<file path="config.mk">
export PLATFORM = sky130hd
export DESIGN_NAME = function_power_state_control
export DESIGN_NICKNAME = d
export VERILOG_FILES = /design/src/rtl/fn_power_pkg.sv /design/src/rtl/function_power_state_control.sv
export SDC_FILE = /design/constraint.sdc
export NUM_CORES = 1
export LEC_CHECK = 0
export ABC_CLOCK_PERIOD_IN_PS = 3600
export BUFFER_PORTS_ARGS = -buffer_cell sky130_fd_sc_hd__buf_2
export CAP_MARGIN = 15
export CORE_ASPECT_RATIO = 1.1
export CORE_MARGIN = 1.5
export CORE_UTILIZATION = 53
export DETAILED_ROUTE_END_ITERATION = 16
export PLACE_DENSITY = 0.8
export SLEW_MARGIN = 25
export SYNTH_ARGS = -nofsm -noshare
export SYNTH_HDL_FRONTEND = slang
export SYNTH_SLANG_ARGS = --single-unit
</file>
<file path="constraint.sdc">
create_clock -name core_clk -period 3.6 [get_ports core_clk]
set_clock_uncertainty 0.05 [all_clocks]
set_input_delay 0.54 -clock core_clk [delete_from_list [all_inputs] [get_ports core_clk]]
set_output_delay 0.54 -clock core_clk [all_outputs]
set_load 0.05 [all_outputs]
</file>
<file path="src/rtl/fn_power_pkg.sv">
// package for the function power-state controller: encodings, states, carriers
// assumes a single core_clk domain; used by rtl/function_power_state_control.sv
package fn_power_pkg;
	// power-state field encodings of the power management control/status register
	localparam logic [1:0] PS_D0 = 2'h0;
	localparam logic [1:0] PS_D3 = 2'h3;
	// manageability mode meaning none
	localparam logic [1:0] MNG_MODE_NONE = 2'h0;
	// default number of dma engines (tx and rx)
	localparam int ENGINE_COUNT = 2;
	// width of the outstanding-tlp counter
	localparam int OUTST_W = 8;
	localparam logic [OUTST_W-1:0] OUTST_ZERO = 8'h00;
	localparam logic [OUTST_W-1:0] OUTST_ONE = 8'h01;

	// function power states, gray coded along reset_held -> uninit -> active -> d3hot
	typedef enum logic [1:0] {
		RESET_HELD_STATE = 2'b00,
		UNINITIALIZED_ACTIVE_STATE = 2'b01,
		FULLY_ACTIVE_STATE = 2'b11,
		D3HOT_STATE = 2'b10
	} power_state_t;

	// a configuration write toward the function
	typedef struct packed {
		logic pm_write; // write to power_mgmt_ctrl_status power-state field
		logic [1:0] pm_state;
		logic cmd_write; // write to the command register
		logic mem_enable;
		logic io_enable;
		logic bus_master;
	} cfg_write_t;

	// classification of a received transaction layer packet
	typedef struct packed {
		logic valid;
		logic is_config;
		logic is_message;
		logic is_completion;
	} rx_tlp_t;

	// values loaded from flash at power-up
	typedef struct packed {
		logic valid;
		logic flash_magic_wake_enable;
		logic flash_manageability_enable;
		logic [1:0] manageability_mode;
	} flash_cfg_t;
endpackage : fn_power_pkg

</file>
<file path="src/rtl/function_power_state_control.sv">
// power-state controller of one lan function: power states, master disable, reset-held exchange, disable mode
// assumes cfg writes and tlp events on core_clk; i/o reset and reset-held message pins are synchronised here
//
// The address map and strobed register access were chosen for this implementation.
`timescale 1ns/1ps

// Overview of operation
// - writing D3 encoding to power-state field moves function into D3hot.
// - enabled wake filter settings survive D3hot and reset-held entry unchanged.
// - entering D3hot clears memory and I/O access enable bits.
// - in D3hot only configuration accesses answered; no master cycles.
// - in D3hot non-config, non-message requests are unsupported; completions unexpected.
// - unsupported request received in D3hot sends error message when enabled; unexpected completion does not.
// - from D3hot, writing D0 encoding moves function to uninitialized D0.
// - from D3hot, integrated I/O reset moves function into reset-held state.
// - all functions in D3: stop new TLPs, drain sent ones, clear access enables.
// - unmoved receive packets held in D3, discarded on exit; transmit may continue.
// - after bus master cleared or D3 entry, no further master accesses.
// - master disable blocks new master requests but lets issued ones complete.
// - every reset level clears the master disable bit.
// - master enable status clears only when disabled, engines idle, completions in.
// - power-good starts reset-held; I/O reset release moves to uninitialized D0.
// - power-up reset-held keeps PHYs low power, loads flash, takes magic wake enable from flash.
// - reset-held message: stop TLPs, drain, answer non-posted, then send ready.
// - disable mode only in reset-held with no wake and no manageability.
// - power-up flash meeting conditions enters disable; I/O reset release exits.
// - command memory or I/O enable write moves uninitialized D0 to active.
// - entering uninitialized D0 clears wake event enable and wake filters; magic wake enable kept.
module function_power_state_control #(
	parameter int ENGINES = fn_power_pkg::ENGINE_COUNT
) (
	input wire logic core_clk,
	input wire logic rst_n,
	input wire logic io_reset_n,
	input wire logic sw_reset,
	input wire fn_power_pkg::cfg_write_t cfg_wr,
	input wire logic master_disable_wr,
	input wire logic master_disable_val,
	input wire logic wake_event_enable_wr,
	input wire logic wake_event_enable_val,
	input wire logic magic_wake_enable_wr,
	input wire logic magic_wake_enable_val,
	input wire logic [7:0] wake_filter_wr_val,
	input wire logic wake_filter_wr,
	input wire logic error_report_enable,
	input wire fn_power_pkg::rx_tlp_t rx_tlp,
	input wire fn_power_pkg::flash_cfg_t flash_cfg,
	input wire logic other_functions_d3,
	input wire logic reset_held_msg,
	input wire logic [ENGINES-1:0] engine_req,
	input wire logic master_issue,
	input wire logic completion_in,
	input wire logic np_pending,
	output fn_power_pkg::power_state_t power_state,
	output logic mem_enable,
	output logic io_enable,
	output logic bus_master,
	output logic master_disable,
	output logic master_enable_status,
	output logic master_grant,
	output logic tlp_schedule_enable,
	output logic unsupported_request,
	output logic unexpected_completion,
	output logic error_msg_send,
	output logic ready_for_reset_msg,
	output logic wake_event_enable,
	output logic magic_wake_enable,
	output logic [7:0] wake_filter,
	output logic phy_low_power,
	output logic datapath_enable,
	output logic rx_discard,
	output logic minimal_power_disable_mode
);
	// ----------------------------------------------------------------
	// input synchronisers
	// ----------------------------------------------------------------
	logic io_rst_meta, io_rst_sync, io_rst_prev;
	logic msg_meta, msg_sync, msg_prev;
	logic io_rst_rise, io_rst_fall, msg_rise;
	logic [fn_power_pkg::OUTST_W-1:0] outstanding;
	logic drain_pending, blocked, entering_d3;

	// two synchroniser flops and one edge-detect flop for each of the i/o reset and the reset-held message pins
	always_ff @(posedge core_clk or negedge rst_n) begin
		if (!rst_n) begin
			io_rst_meta <= 1'b0;
			io_rst_sync <= 1'b0;
			io_rst_prev <= 1'b0;
			msg_meta <= 1'b0;
			msg_sync <= 1'b0;
			msg_prev <= 1'b0;
		end else begin
			io_rst_meta <= io_reset_n;
			io_rst_sync <= io_rst_meta;
			io_rst_prev <= io_rst_sync;
			msg_meta <= reset_held_msg;
			msg_sync <= msg_meta;
			msg_prev <= msg_sync;
		end
	end
	assign io_rst_rise = io_rst_sync & ~io_rst_prev;
	assign io_rst_fall = ~io_rst_sync & io_rst_prev;
	assign msg_rise = msg_sync & ~msg_prev;
	assign entering_d3 = cfg_wr.pm_write && (cfg_wr.pm_state == fn_power_pkg::PS_D3)
		&& (power_state != fn_power_pkg::D3HOT_STATE) && (power_state != fn_power_pkg::RESET_HELD_STATE);

	// ----------------------------------------------------------------
	// power state machine
	// ----------------------------------------------------------------
	// power-good enters reset-held, i/o reset release leaves it
	always_ff @(posedge core_clk or negedge rst_n) begin
		if (!rst_n) begin
			power_state <= fn_power_pkg::RESET_HELD_STATE;
		end else if (io_rst_fall) begin
			// i/o reset assertion from any state
			power_state <= fn_power_pkg::RESET_HELD_STATE;
		end else begin
			unique case (power_state)
				fn_power_pkg::RESET_HELD_STATE: begin
					if (io_rst_rise) begin
						power_state <= fn_power_pkg::UNINITIALIZED_ACTIVE_STATE;
					end
				end
				fn_power_pkg::UNINITIALIZED_ACTIVE_STATE: begin
					if (entering_d3) begin
						power_state <= fn_power_pkg::D3HOT_STATE;
					end else if (cfg_wr.cmd_write && (cfg_wr.mem_enable || cfg_wr.io_enable)) begin
						power_state <= fn_power_pkg::FULLY_ACTIVE_STATE;
					end
				end
				fn_power_pkg::FULLY_ACTIVE_STATE: begin
					if (entering_d3) begin
						power_state <= fn_power_pkg::D3HOT_STATE;
					end
				end
				fn_power_pkg::D3HOT_STATE: begin
					if (cfg_wr.pm_write && (cfg_wr.pm_state == fn_power_pkg::PS_D0)) begin
						power_state <= fn_power_pkg::UNINITIALIZED_ACTIVE_STATE;
					end
				end
			endcase
		end
	end

	// ----------------------------------------------------------------
	// command register bits
	// ----------------------------------------------------------------
	// access enables cleared on d3 entry; likewise when all in d3
	always_ff @(posedge core_clk or negedge rst_n) begin
		if (!rst_n) begin
			mem_enable <= 1'b0;
			io_enable <= 1'b0;
			bus_master <= 1'b0;
		end else if (io_rst_fall || entering_d3 || (power_state == fn_power_pkg::D3HOT_STATE && other_functions_d3)) begin
			mem_enable <= 1'b0;
			io_enable <= 1'b0;
			bus_master <= bus_master && !io_rst_fall;
		end else if (cfg_wr.cmd_write && power_state != fn_power_pkg::D3HOT_STATE) begin
			mem_enable <= cfg_wr.mem_enable;
			io_enable <= cfg_wr.io_enable;
			bus_master <= cfg_wr.bus_master;
		end
	end

	// ----------------------------------------------------------------
	// master disable handshake
	// ----------------------------------------------------------------
	// any reset level clears master disable
	always_ff @(posedge core_clk or negedge rst_n) begin
		if (!rst_n) begin
			master_disable <= 1'b0;
		end else if (sw_reset || io_rst_fall) begin
			master_disable <= 1'b0;
		end else if (master_disable_wr) begin
			master_disable <= master_disable_val;
		end
	end

	// count issued requests awaiting completions
	always_ff @(posedge core_clk or negedge rst_n) begin
		if (!rst_n) begin
			outstanding <= fn_power_pkg::OUTST_ZERO;
		end else if (master_grant && !completion_in) begin
			outstanding <= outstanding + fn_power_pkg::OUTST_ONE;
		end else if (!master_grant && completion_in && outstanding != fn_power_pkg::OUTST_ZERO) begin
			outstanding <= outstanding - fn_power_pkg::OUTST_ONE;
		end
	end
	assign drain_pending = (outstanding != fn_power_pkg::OUTST_ZERO) || (|engine_req);
	// no new master cycles in d3, without bus master or under master disable
	assign blocked = (power_state == fn_power_pkg::D3HOT_STATE) || !bus_master || master_disable
		|| (power_state == fn_power_pkg::RESET_HELD_STATE) || !tlp_schedule_enable;

	// only new grants stop; requests already issued still complete
	always_ff @(posedge core_clk or negedge rst_n) begin
		if (!rst_n) begin
			master_grant <= 1'b0;
		end else begin
			master_grant <= master_issue && !blocked && (|engine_req);
		end
	end

	// status clears only when disabled and fully drained
	always_ff @(posedge core_clk or negedge rst_n) begin
		if (!rst_n) begin
			master_enable_status <= 1'b1;
		end else begin
			master_enable_status <= !(master_disable && !drain_pending && !master_grant);
		end
	end

	// ----------------------------------------------------------------
	// tlp scheduling and ready-for-reset exchange
	// ----------------------------------------------------------------
	logic rfr_wait;
	// stop new tlps, drain, answer non-posted, then ready
	always_ff @(posedge core_clk or negedge rst_n) begin
		if (!rst_n) begin
			tlp_schedule_enable <= 1'b1;
			rfr_wait <= 1'b0;
			ready_for_reset_msg <= 1'b0;
		end else begin
			ready_for_reset_msg <= 1'b0;
			if (io_rst_rise) begin
				tlp_schedule_enable <= 1'b1;
				rfr_wait <= 1'b0;
			end else if (msg_rise) begin
				tlp_schedule_enable <= 1'b0;
				rfr_wait <= 1'b1;
			end else if (rfr_wait && outstanding == fn_power_pkg::OUTST_ZERO && !np_pending && !master_grant) begin
				rfr_wait <= 1'b0;
				ready_for_reset_msg <= 1'b1;
			end else if (power_state == fn_power_pkg::D3HOT_STATE && cfg_wr.pm_write
				&& cfg_wr.pm_state == fn_power_pkg::PS_D0) begin
				tlp_schedule_enable <= 1'b1; // d3 exit or i/o reset release resumes; after the ready message it stays off
			end else if (power_state == fn_power_pkg::D3HOT_STATE && other_functions_d3) begin
				tlp_schedule_enable <= 1'b0;
			end
		end
	end

	// ----------------------------------------------------------------
	// received tlp checking in d3hot
	// ----------------------------------------------------------------
	logic bad_req, bad_cpl;
	assign bad_req = rx_tlp.valid && !rx_tlp.is_completion && !rx_tlp.is_config && !rx_tlp.is_message;
	assign bad_cpl = rx_tlp.valid && rx_tlp.is_completion;
	always_ff @(posedge core_clk or negedge rst_n) begin
		if (!rst_n) begin
			unsupported_request <= 1'b0;
			unexpected_completion <= 1'b0;
			error_msg_send <= 1'b0;
		end else begin
			unsupported_request <= (power_state == fn_power_pkg::D3HOT_STATE) && bad_req;
			unexpected_completion <= (power_state == fn_power_pkg::D3HOT_STATE) && bad_cpl;
			error_msg_send <= (power_state == fn_power_pkg::D3HOT_STATE) && bad_req && error_report_enable;
		end
	end

	// ----------------------------------------------------------------
	// wake configuration
	// ----------------------------------------------------------------
	// filters kept over d3 and reset-held; wake event enable and filters cleared on d0u entry, magic wake kept
	always_ff @(posedge core_clk or negedge rst_n) begin
		if (!rst_n) begin
			wake_event_enable <= 1'b0;
			magic_wake_enable <= 1'b0;
			wake_filter <= 8'h00;
		end else if (io_rst_rise || (power_state == fn_power_pkg::D3HOT_STATE && cfg_wr.pm_write
			&& cfg_wr.pm_state == fn_power_pkg::PS_D0)) begin
			wake_event_enable <= 1'b0;
			wake_filter <= 8'h00;
			magic_wake_enable <= magic_wake_enable;
		end else begin
			// flash loads magic wake at power-up
			if (flash_cfg.valid && power_state == fn_power_pkg::RESET_HELD_STATE) begin
				magic_wake_enable <= flash_cfg.flash_magic_wake_enable;
			end else if (magic_wake_enable_wr) begin
				magic_wake_enable <= magic_wake_enable_val;
			end
			if (wake_event_enable_wr) begin
				wake_event_enable <= wake_event_enable_val;
			end
			if (wake_filter_wr) begin
				wake_filter <= wake_filter_wr_val;
			end
		end
	end

	// ----------------------------------------------------------------
	// datapath, phy and disable mode
	// ----------------------------------------------------------------
	logic mng_none;
	assign mng_none = !flash_cfg.flash_manageability_enable
		&& (flash_cfg.manageability_mode == fn_power_pkg::MNG_MODE_NONE);
	always_ff @(posedge core_clk or negedge rst_n) begin
		if (!rst_n) begin
			minimal_power_disable_mode <= 1'b0;
			phy_low_power <= 1'b1;
			datapath_enable <= 1'b0;
			rx_discard <= 1'b0;
		end else begin
			// enter in reset-held without wake or manageability, leave on release
			if (io_rst_rise) begin
				minimal_power_disable_mode <= 1'b0;
			end else if (power_state == fn_power_pkg::RESET_HELD_STATE && !io_rst_sync && flash_cfg.valid
				&& !flash_cfg.flash_magic_wake_enable && !magic_wake_enable && !wake_event_enable && mng_none) begin
				minimal_power_disable_mode <= 1'b1;
			end
			// phys low power outside active; datapath on in active
			phy_low_power <= (power_state != fn_power_pkg::FULLY_ACTIVE_STATE);
			datapath_enable <= (power_state == fn_power_pkg::FULLY_ACTIVE_STATE);
			// held rx packets discarded on d3 exit
			rx_discard <= (power_state == fn_power_pkg::D3HOT_STATE) && cfg_wr.pm_write
				&& (cfg_wr.pm_state == fn_power_pkg::PS_D0);
		end
	end

	// ----------------------------------------------------------------
	// assertions
	// ----------------------------------------------------------------
	property p_d3_entry;
		@(posedge core_clk) disable iff (!rst_n) (entering_d3 && !io_rst_fall) |=> power_state == fn_power_pkg::D3HOT_STATE;
	endproperty
	a_d3_entry: assert property (p_d3_entry) else $error("d3 write did not enter d3hot");
	property p_d3_clears_enables;
		@(posedge core_clk) disable iff (!rst_n) (entering_d3) |=> !mem_enable && !io_enable;
	endproperty
	a_d3_clears_enables: assert property (p_d3_clears_enables) else $error("access enables kept on d3");
	property p_no_master_in_d3;
		@(posedge core_clk) disable iff (!rst_n) $past(power_state == fn_power_pkg::D3HOT_STATE) |-> !master_grant;
	endproperty
	a_no_master_in_d3: assert property (p_no_master_in_d3) else $error("master cycle in d3hot");
	property p_ur_in_d3;
		@(posedge core_clk) disable iff (!rst_n) (power_state == fn_power_pkg::D3HOT_STATE && bad_req) |=> unsupported_request;
	endproperty
	a_ur_in_d3: assert property (p_ur_in_d3) else $error("request not flagged unsupported");
	property p_d0_exit;
		@(posedge core_clk) disable iff (!rst_n) (power_state == fn_power_pkg::D3HOT_STATE && cfg_wr.pm_write
			&& cfg_wr.pm_state == fn_power_pkg::PS_D0 && !io_rst_fall) |=> power_state == fn_power_pkg::UNINITIALIZED_ACTIVE_STATE;
	endproperty
	a_d0_exit: assert property (p_d0_exit) else $error("d0 write did not leave d3hot");
	property p_io_reset_held;
		@(posedge core_clk) disable iff (!rst_n) io_rst_fall |=> power_state == fn_power_pkg::RESET_HELD_STATE;
	endproperty
	a_io_reset_held: assert property (p_io_reset_held) else $error("i/o reset did not enter reset-held");
	property p_status_clear;
		@(posedge core_clk) disable iff (!rst_n) !master_enable_status |-> $past(master_disable);
	endproperty
	a_status_clear: assert property (p_status_clear) else $error("status cleared without master disable");
	property p_sw_reset_clears;
		@(posedge core_clk) disable iff (!rst_n) sw_reset |=> !master_disable;
	endproperty
	a_sw_reset_clears: assert property (p_sw_reset_clears) else $error("master disable survived reset");
	property p_ignore_other;
		@(posedge core_clk) disable iff (!rst_n) (cfg_wr.pm_write && cfg_wr.pm_state != fn_power_pkg::PS_D0
			&& cfg_wr.pm_state != fn_power_pkg::PS_D3 && !io_rst_fall && !io_rst_rise && !cfg_wr.cmd_write)
			|=> $stable(power_state);
	endproperty
	a_ignore_other: assert property (p_ignore_other) else $error("illegal power state write acted");
endmodule : function_power_state_control

</file>
==> metrics.md, run 1 <==
| Metric | Value |
|---|---|
| Status | `complete, no violations` |
| Post-DP HPWL | `3010 µm` |
| Net Sw Frac | `0.386` |
| Net count after synthesis | `232` |
| Worst-path cell chain | `nand2b_1 > ha_1 > a211oi_1 > o21ai_2 > a31oi_1 > mux2_1 > a221o_1` |
| M1 wire length | `1670 µm` |
| Clock power share | `0.209` |
| Hold Path Cell Cnt | `0` |
| Avg Inst Size Synth | `11.2 µm²` |
| Placeable Area | `3650 µm²` |
| Via count | `1593` |
| Largest net degree at the start of global routing | `43` |
| Synth Register Bits | `42` |
| Slew @ Worst Pin | `881 ps` |
| Initial Util | `0.552` |
| Vias in the first global route | `1456` |
| Crit end category | `flop` |
| Internal power | `1.08 mW` |
| Largest regs | `outstanding: 8 flops, wake_filter: 8 flops, power_state: 2 flops` |
| Crit path time final | `2830 ps` |
| Worst-path clk slew | `70 ps` |
| Post-route ant nets | `0` |
| Core Rows | `23` |
| Slowest cell on crit path | `dfrtp_1` |
| Max-Slew Margin vs Limit | `0.412` |
| Worst hold start | `io_rst_meta` |
| Vias/cell | `5.24` |
| Number of fillers in the final layout | `301` |
| Initial antenna violation count | `0` |
| Slack of the critical path | `772 ps` |
| Die height | `67.7 µm` |
| Clock Tree Root | `clkbuf_8` |
| Post-cts hold buffer count | `0` |
| Crit Path Max Fanout | `12` |
| Area Overhead vs Synth | `25.4%` |
| Total setup buffers inserted after CTS | `0` |
| Syn Inst Count | `180` |
| WP data required | `3710 ps` |
| Clock buffer depth | `2` |
| Port bufs | `69` |
| Highest routed metal layer | `met4` |
| Final wirelength | `3830 µm` |
| Post-Synthesis Cell Area | `2020 µm²` |
| TritonCTS Buffers | `5` |
| CP Buf/Inv Count | `0` |
| R2R setup slack | `770 ps` |
| Sequential Power Share | `0.379` |
| Chip width | `61.8 µm` |
| CTS tree | `yes` |
| Sequential area share after synthesis | `0.523` |
| Setup TNS | `0 ps` |
| Arrival time worst endpoint | `2940 ps` |
| H-tree levels | `2` |
| Post-cts sizing count | `0` |
| Yosys warns | `0` |
| TritonRoute pass-1 iters | `4` |
| CTS sink count | `42` |
| Crit share post-route | `0.786` |
| WL met3 | `189 µm` |
| Logic pwr share | `0.412` |
| DIE AREA | `4180 µm²` |
| CP max stage delay | `580 ps` |
| Clock latency on the worst-skew pair | `280 ps` |
| Worst VDD drop | `0.000395 V` |
| # setup viols final | `0` |
| End of the worst hold path | `io_rst_sync` |
| Final net count | `305` |
| Net Switching | `0.681 mW` |
| Initial drt markers | `27` |
| Power per Cell Area | `698 nW/µm²` |
| Pre-CTS WS | `661 ps` |
| Worst Path Class, Setup | `reg2reg` |
| Max Transition Viols Final | `0` |
| Leak Pwr | `1.28 nW` |
| Hold Fails Final Rpt | `0` |
| Yosys cell types | `49` |
| RSZ-0062 raised after global routing | `no` |
| I/O pin cnt | `70` |
| Startpoint types | `flop` |
| GR Util All Layers | `0.200` |
| Max-Cap Viols | `0` |
| Family with the most delay on the worst path | `compound AO/OA/AOI/OAI gates` |
| Reg2reg path depth | `7` |
| DR DRC count | `0` |
| Post-synth ARST share | `1.00` |
| Routed wl met2 | `1900 µm` |
| Reg2reg start | `master_grant` |
| Ant. Diodes | `0` |
| Grt total ovfl | `0` |
| Global placer's final weighted congestion | `0.855` |
| Share of cells above drive strength 1 | `0.346` |
| Fmax | `0.354 GHz` |
| WL per Instance | `12.6 µm` |
| HP Class | `reg2reg` |
| Dominant synthesized flop cell | `dfrtp_1` |
| First-pass GRT wire length | `6210 µm` |
| Critical R2R Capture | `outstanding[7]` |
| Number of synthesized flops with an enable pin | `0` |
## cell usage after synthesis (all sizes together), types with 2 or more instances
cell	count	area, µm²
nor3	2	10.0
nor2b	5	31.3
ha	8	100
mux2i	11	110
dfrtp	39	976
a21oi	11	55.1
buf	2	8.75
o21ai	12	63.8
and3	3	18.8
nand2	11	43.8
nor2	17	63.8
o211ai	2	20.0
inv	4	15.0
nand3b	2	15.0
a21o	3	22.5
nand2b	3	18.8
nor3b	2	15.0
nor4	5	52.6
nand3	2	10.0
a211oi	4	30.0
mux2	2	26.3
a21boi	2	26.3
a22oi	2	15.0
a31oi	2	12.5
xnor2	3	26.3
and2	2	12.5
xor2	2	17.5
or2	2	12.5
dfstp	3	78.8
## area by class of cell
class                      count  area (µm²)  share of cell area
multi-input combinational    131         933               0.369
clock inverter                 1        30.0              0.0119
inverter                       4        15.0             0.00594
clock buffer                   7        86.3              0.0342
timing repair buffer          69         345               0.137
sequential                    42        1050               0.417
tap                           50        62.6              0.0248
## cells by family after synthesis
kind of cell    Yosys count  share of synthesized area
simple gates             59                      0.163
compound gates           45                      0.151
flops                    42                      0.523
mux                      13                     0.0677
fa+ha+maj                 9                     0.0596
buf+inv                   7                     0.0136
xor+xnor                  5                     0.0217
## layout by cell type, fill, tap and decap left out, types with 4 or more instances in the layout
master	n
buf_2	69
dfrtp_1	39
nor2_1	17
o21ai_0	11
mux2i_1	11
a21oi_1	11
nand2_1	10
ha_1	8
clkbuf_8	6
nor2b_1	5
inv_1	4
a211oi_1	4
## power groups by stage
stage	Sequential [mW]	Combinational [mW]	Clock, mW
floorplan	0.819	0.409	0
global placement	0.674	0.707	0
detailed placement	0.677	0.727	0
CTS	0.669	0.729	0.379
global route	0.685	0.803	0.400
finish	0.669	0.726	0.369
## worst max-delay path by stage
stage | start | endpoint | slack (ps) | depth (start not counted)
final | master_grant | outstanding[7] | 770 | 7
after CTS | master_grant | outstanding[7] | 770 | 7
after floorplan | master_grant | outstanding[7] | 910 | 7
after global routing | master_grant | outstanding[7] | 570 | 7
after detailed placement | completion_in | outstanding[7] | 660 | 8
after global placement | completion_in | outstanding[7] | 730 | 8
## metrics by stage
| step | area [µm²] | hold slack (ps) | utilization | cells | power [mW] |
|---|---|---|---|---|---|
| 2_1_floorplan | 2020 | 194 | - | 180 | 1.23 |
| 4_1_cts | 2530 | 303 | 0.692 | 304 | 1.78 |
| 3_3_place_gp | 2410 | 282 | 0.660 | 296 | 1.38 |
| 6_report | 2530 | 300 | 0.692 | 304 | 1.76 |
| 5_1_grt | 2530 | 296 | 0.692 | 304 | 1.89 |
| 3_5_place_dp | 2410 | 286 | 0.660 | 296 | 1.40 |
## per-layer routing
metal,up-vias,global-route usage
li1,796,-
met1,736,0.240
met2,55,0.350
met3,6,0.0364
met4,0,0.0771
met5,-,0
(Power assumes the default switching activity.)
==> run 2, diff against run 1 <==
ABC_CLOCK_PERIOD_IN_PS = 2820   (was 3600)
CORE_UTILIZATION = 49   (was 53)
PLACE_DENSITY = 0.74   (was 0.8)
clock period = 2.82 ns   (was 3.6 ns; I/O delays follow)
==> run 2 against run 1 <==
  * The flow now finishes with violations (negative hold slack)
  * Sequential cell count did not move
  * Final area is 0.50% higher
  * Non-clock buffer count grew 3
  * First-iteration DRC count rose by 130%
  * Critical path depth unchanged
  * Global-route usage decreased by 0.75 points
  * Setup slack worse by 380 ps
  * Sequential power is 27% higher
  * Fmax increased by 16%
  * Sequential share of layout area is 0.21 points lower
  * Highest routed layer unchanged
==> metrics.md, run 2 (synthesis results as in run 1) <==
| Metric | Value |
|---|---|
| Family with the most delay on the worst path | `compound AO/OA/AOI/OAI gates` |
| H-tree levels | `2` |
| I/O pin cnt | `70` |
| Placed Instances | `300` |
| Largest net degree at the start of global routing | `43` |
| Power per Cell Area | `852 nW/µm²` |
| Crit share post-route | `0.863` |
| Vias/cell | `5.12` |
| # setup viols final | `0` |
| CP Buf/Inv Count | `0` |
| R2R setup slack | `390 ps` |
| Hold Fails Final Rpt | `6` |
| Max-Cap Viols | `0` |
| Crit path time final | `2430 ps` |
| Leak Pwr | `1.29 nW` |
| Startpoint types | `flop` |
| RSZ-0062 raised after global routing | `no` |
| Total setup buffers inserted after CTS | `0` |
| Max Transition Viols Final | `0` |
| Die height | `70.3 µm` |
| TritonRoute pass-1 iters | `4` |
| Grt total ovfl | `0` |
| Initial Util | `0.509` |
| WL per Instance | `12.8 µm` |
| Fin cells | `309` |
| Worst Path Class, Setup | `reg2reg` |
| Worst-path cell chain | `nand2b_1 > ha_1 > a211oi_1 > o21ai_2 > a31oi_1 > mux2_1 > a221o_1` |
| CP max stage delay | `380 ps` |
| Status | `finished, violations left` |
| DIE AREA | `4510 µm²` |
| Final wirelength | `3950 µm` |
| Worst-path clk slew | `70 ps` |
| Crit Path Max Fanout | `6` |
| Share of cells above drive strength 1 | `0.354` |
| Port bufs | `69` |
| Largest regs | `outstanding: 8 flops, wake_filter: 8 flops, power_state: 2 flops` |
| Commonest non-fill, non-tap cell in the layout | `buf_2` |
| Area Overhead vs Synth | `26.0%` |
| Worst VDD drop | `0.000419 V` |
| WP data required | `2940 ps` |
| TritonCTS Buffers | `5` |
| Via count | `1582` |
| Clock Tree Root | `clkbuf_8` |
| Violated checks | `negative hold slack` |
| Clock buffer depth | `2` |
| Placeable Area | `3960 µm²` |
| GR Util All Layers | `0.193` |
| Most frequent cells in the layout | `buf_2 (69), dfrtp_1 (39), nor2_1 (17)` |
| CTS tree | `yes` |
| Post-DP HPWL | `3030 µm` |
| Post-cts hold buffer count | `0` |
| Max-Slew Margin vs Limit | `0.635` |
| Clock latency on the worst-skew pair | `280 ps` |
| Chip width | `64.2 µm` |
| Ant. Diodes | `0` |
| Final net count | `308` |
| Global placer's final weighted congestion | `0.825` |
| Slowest cell on crit path | `dfrtp_1` |
| Vias in the first global route | `1539` |
| Slew @ Worst Pin | `541 ps` |
| Post-cts sizing count | `0` |
| First-pass GRT wire length | `6780 µm` |
| Core Rows | `24` |
| Final hold slack | `-6.45 ps` |
| Fmax | `0.411 GHz` |
| CTS sink count | `42` |
| Initial drt markers | `63` |
| DR DRC count | `0` |
| Initial antenna violation count | `0` |
| Arrival time worst endpoint | `2550 ps` |
| Setup TNS | `0 ps` |
| HP Class | `in2async` |
| Crit end category | `flop` |
| Post-route ant nets | `0` |
run 2: metal layers:
metal  global-route usage  vias up  wire [µm]
met2                0.311       47       1890
met3               0.0515        6        225
met1                0.256      727       1790
li1                     -      802          -
met5                    0        -          0
met4               0.0567        0         46
run 2: layout make-up:
type / instances / area (µm²)
inverters: 4 / 15.0
fillers: 353 / 1420
well taps: 52 / 65.1
repair buffers: 72 / 380
multi-input cells: 131 / 933
clock inverters: 1 / 5.00
flip-flops and latches: 42 / 1050
clock buffers: 7 / 86.3
run 2: per-stage QoR:
step	total power [mW]	setup slack (ps)	area [µm²]	util
after floorplan	1.57	134	2020	-
after global routing	2.33	189	2540	0.641
after CTS	2.19	386	2520	0.636
after detailed placement	1.80	93.0	2430	0.613
after global placement	1.77	177	2430	0.613
final	2.16	387	2540	0.641
run 2: report_power, final:
group	internal, mW	switching, mW	total (mW)
registers	0.731	0.121	0.852
logic	0.366	0.566	0.932
clock network	0.197	0.183	0.380
run 2: final timing paths:
kind	startpoint	end	cells after the start
max	master_grant	outstanding[7]	7
min	rst_n	error_msg_send	1
max reg2reg	master_grant	outstanding[7]	7
min reg2reg	msg_meta	msg_sync	0
max in group asynchronous	rst_n	master_enable_status	2
min in group core_clk	reset_held_msg	msg_meta	1
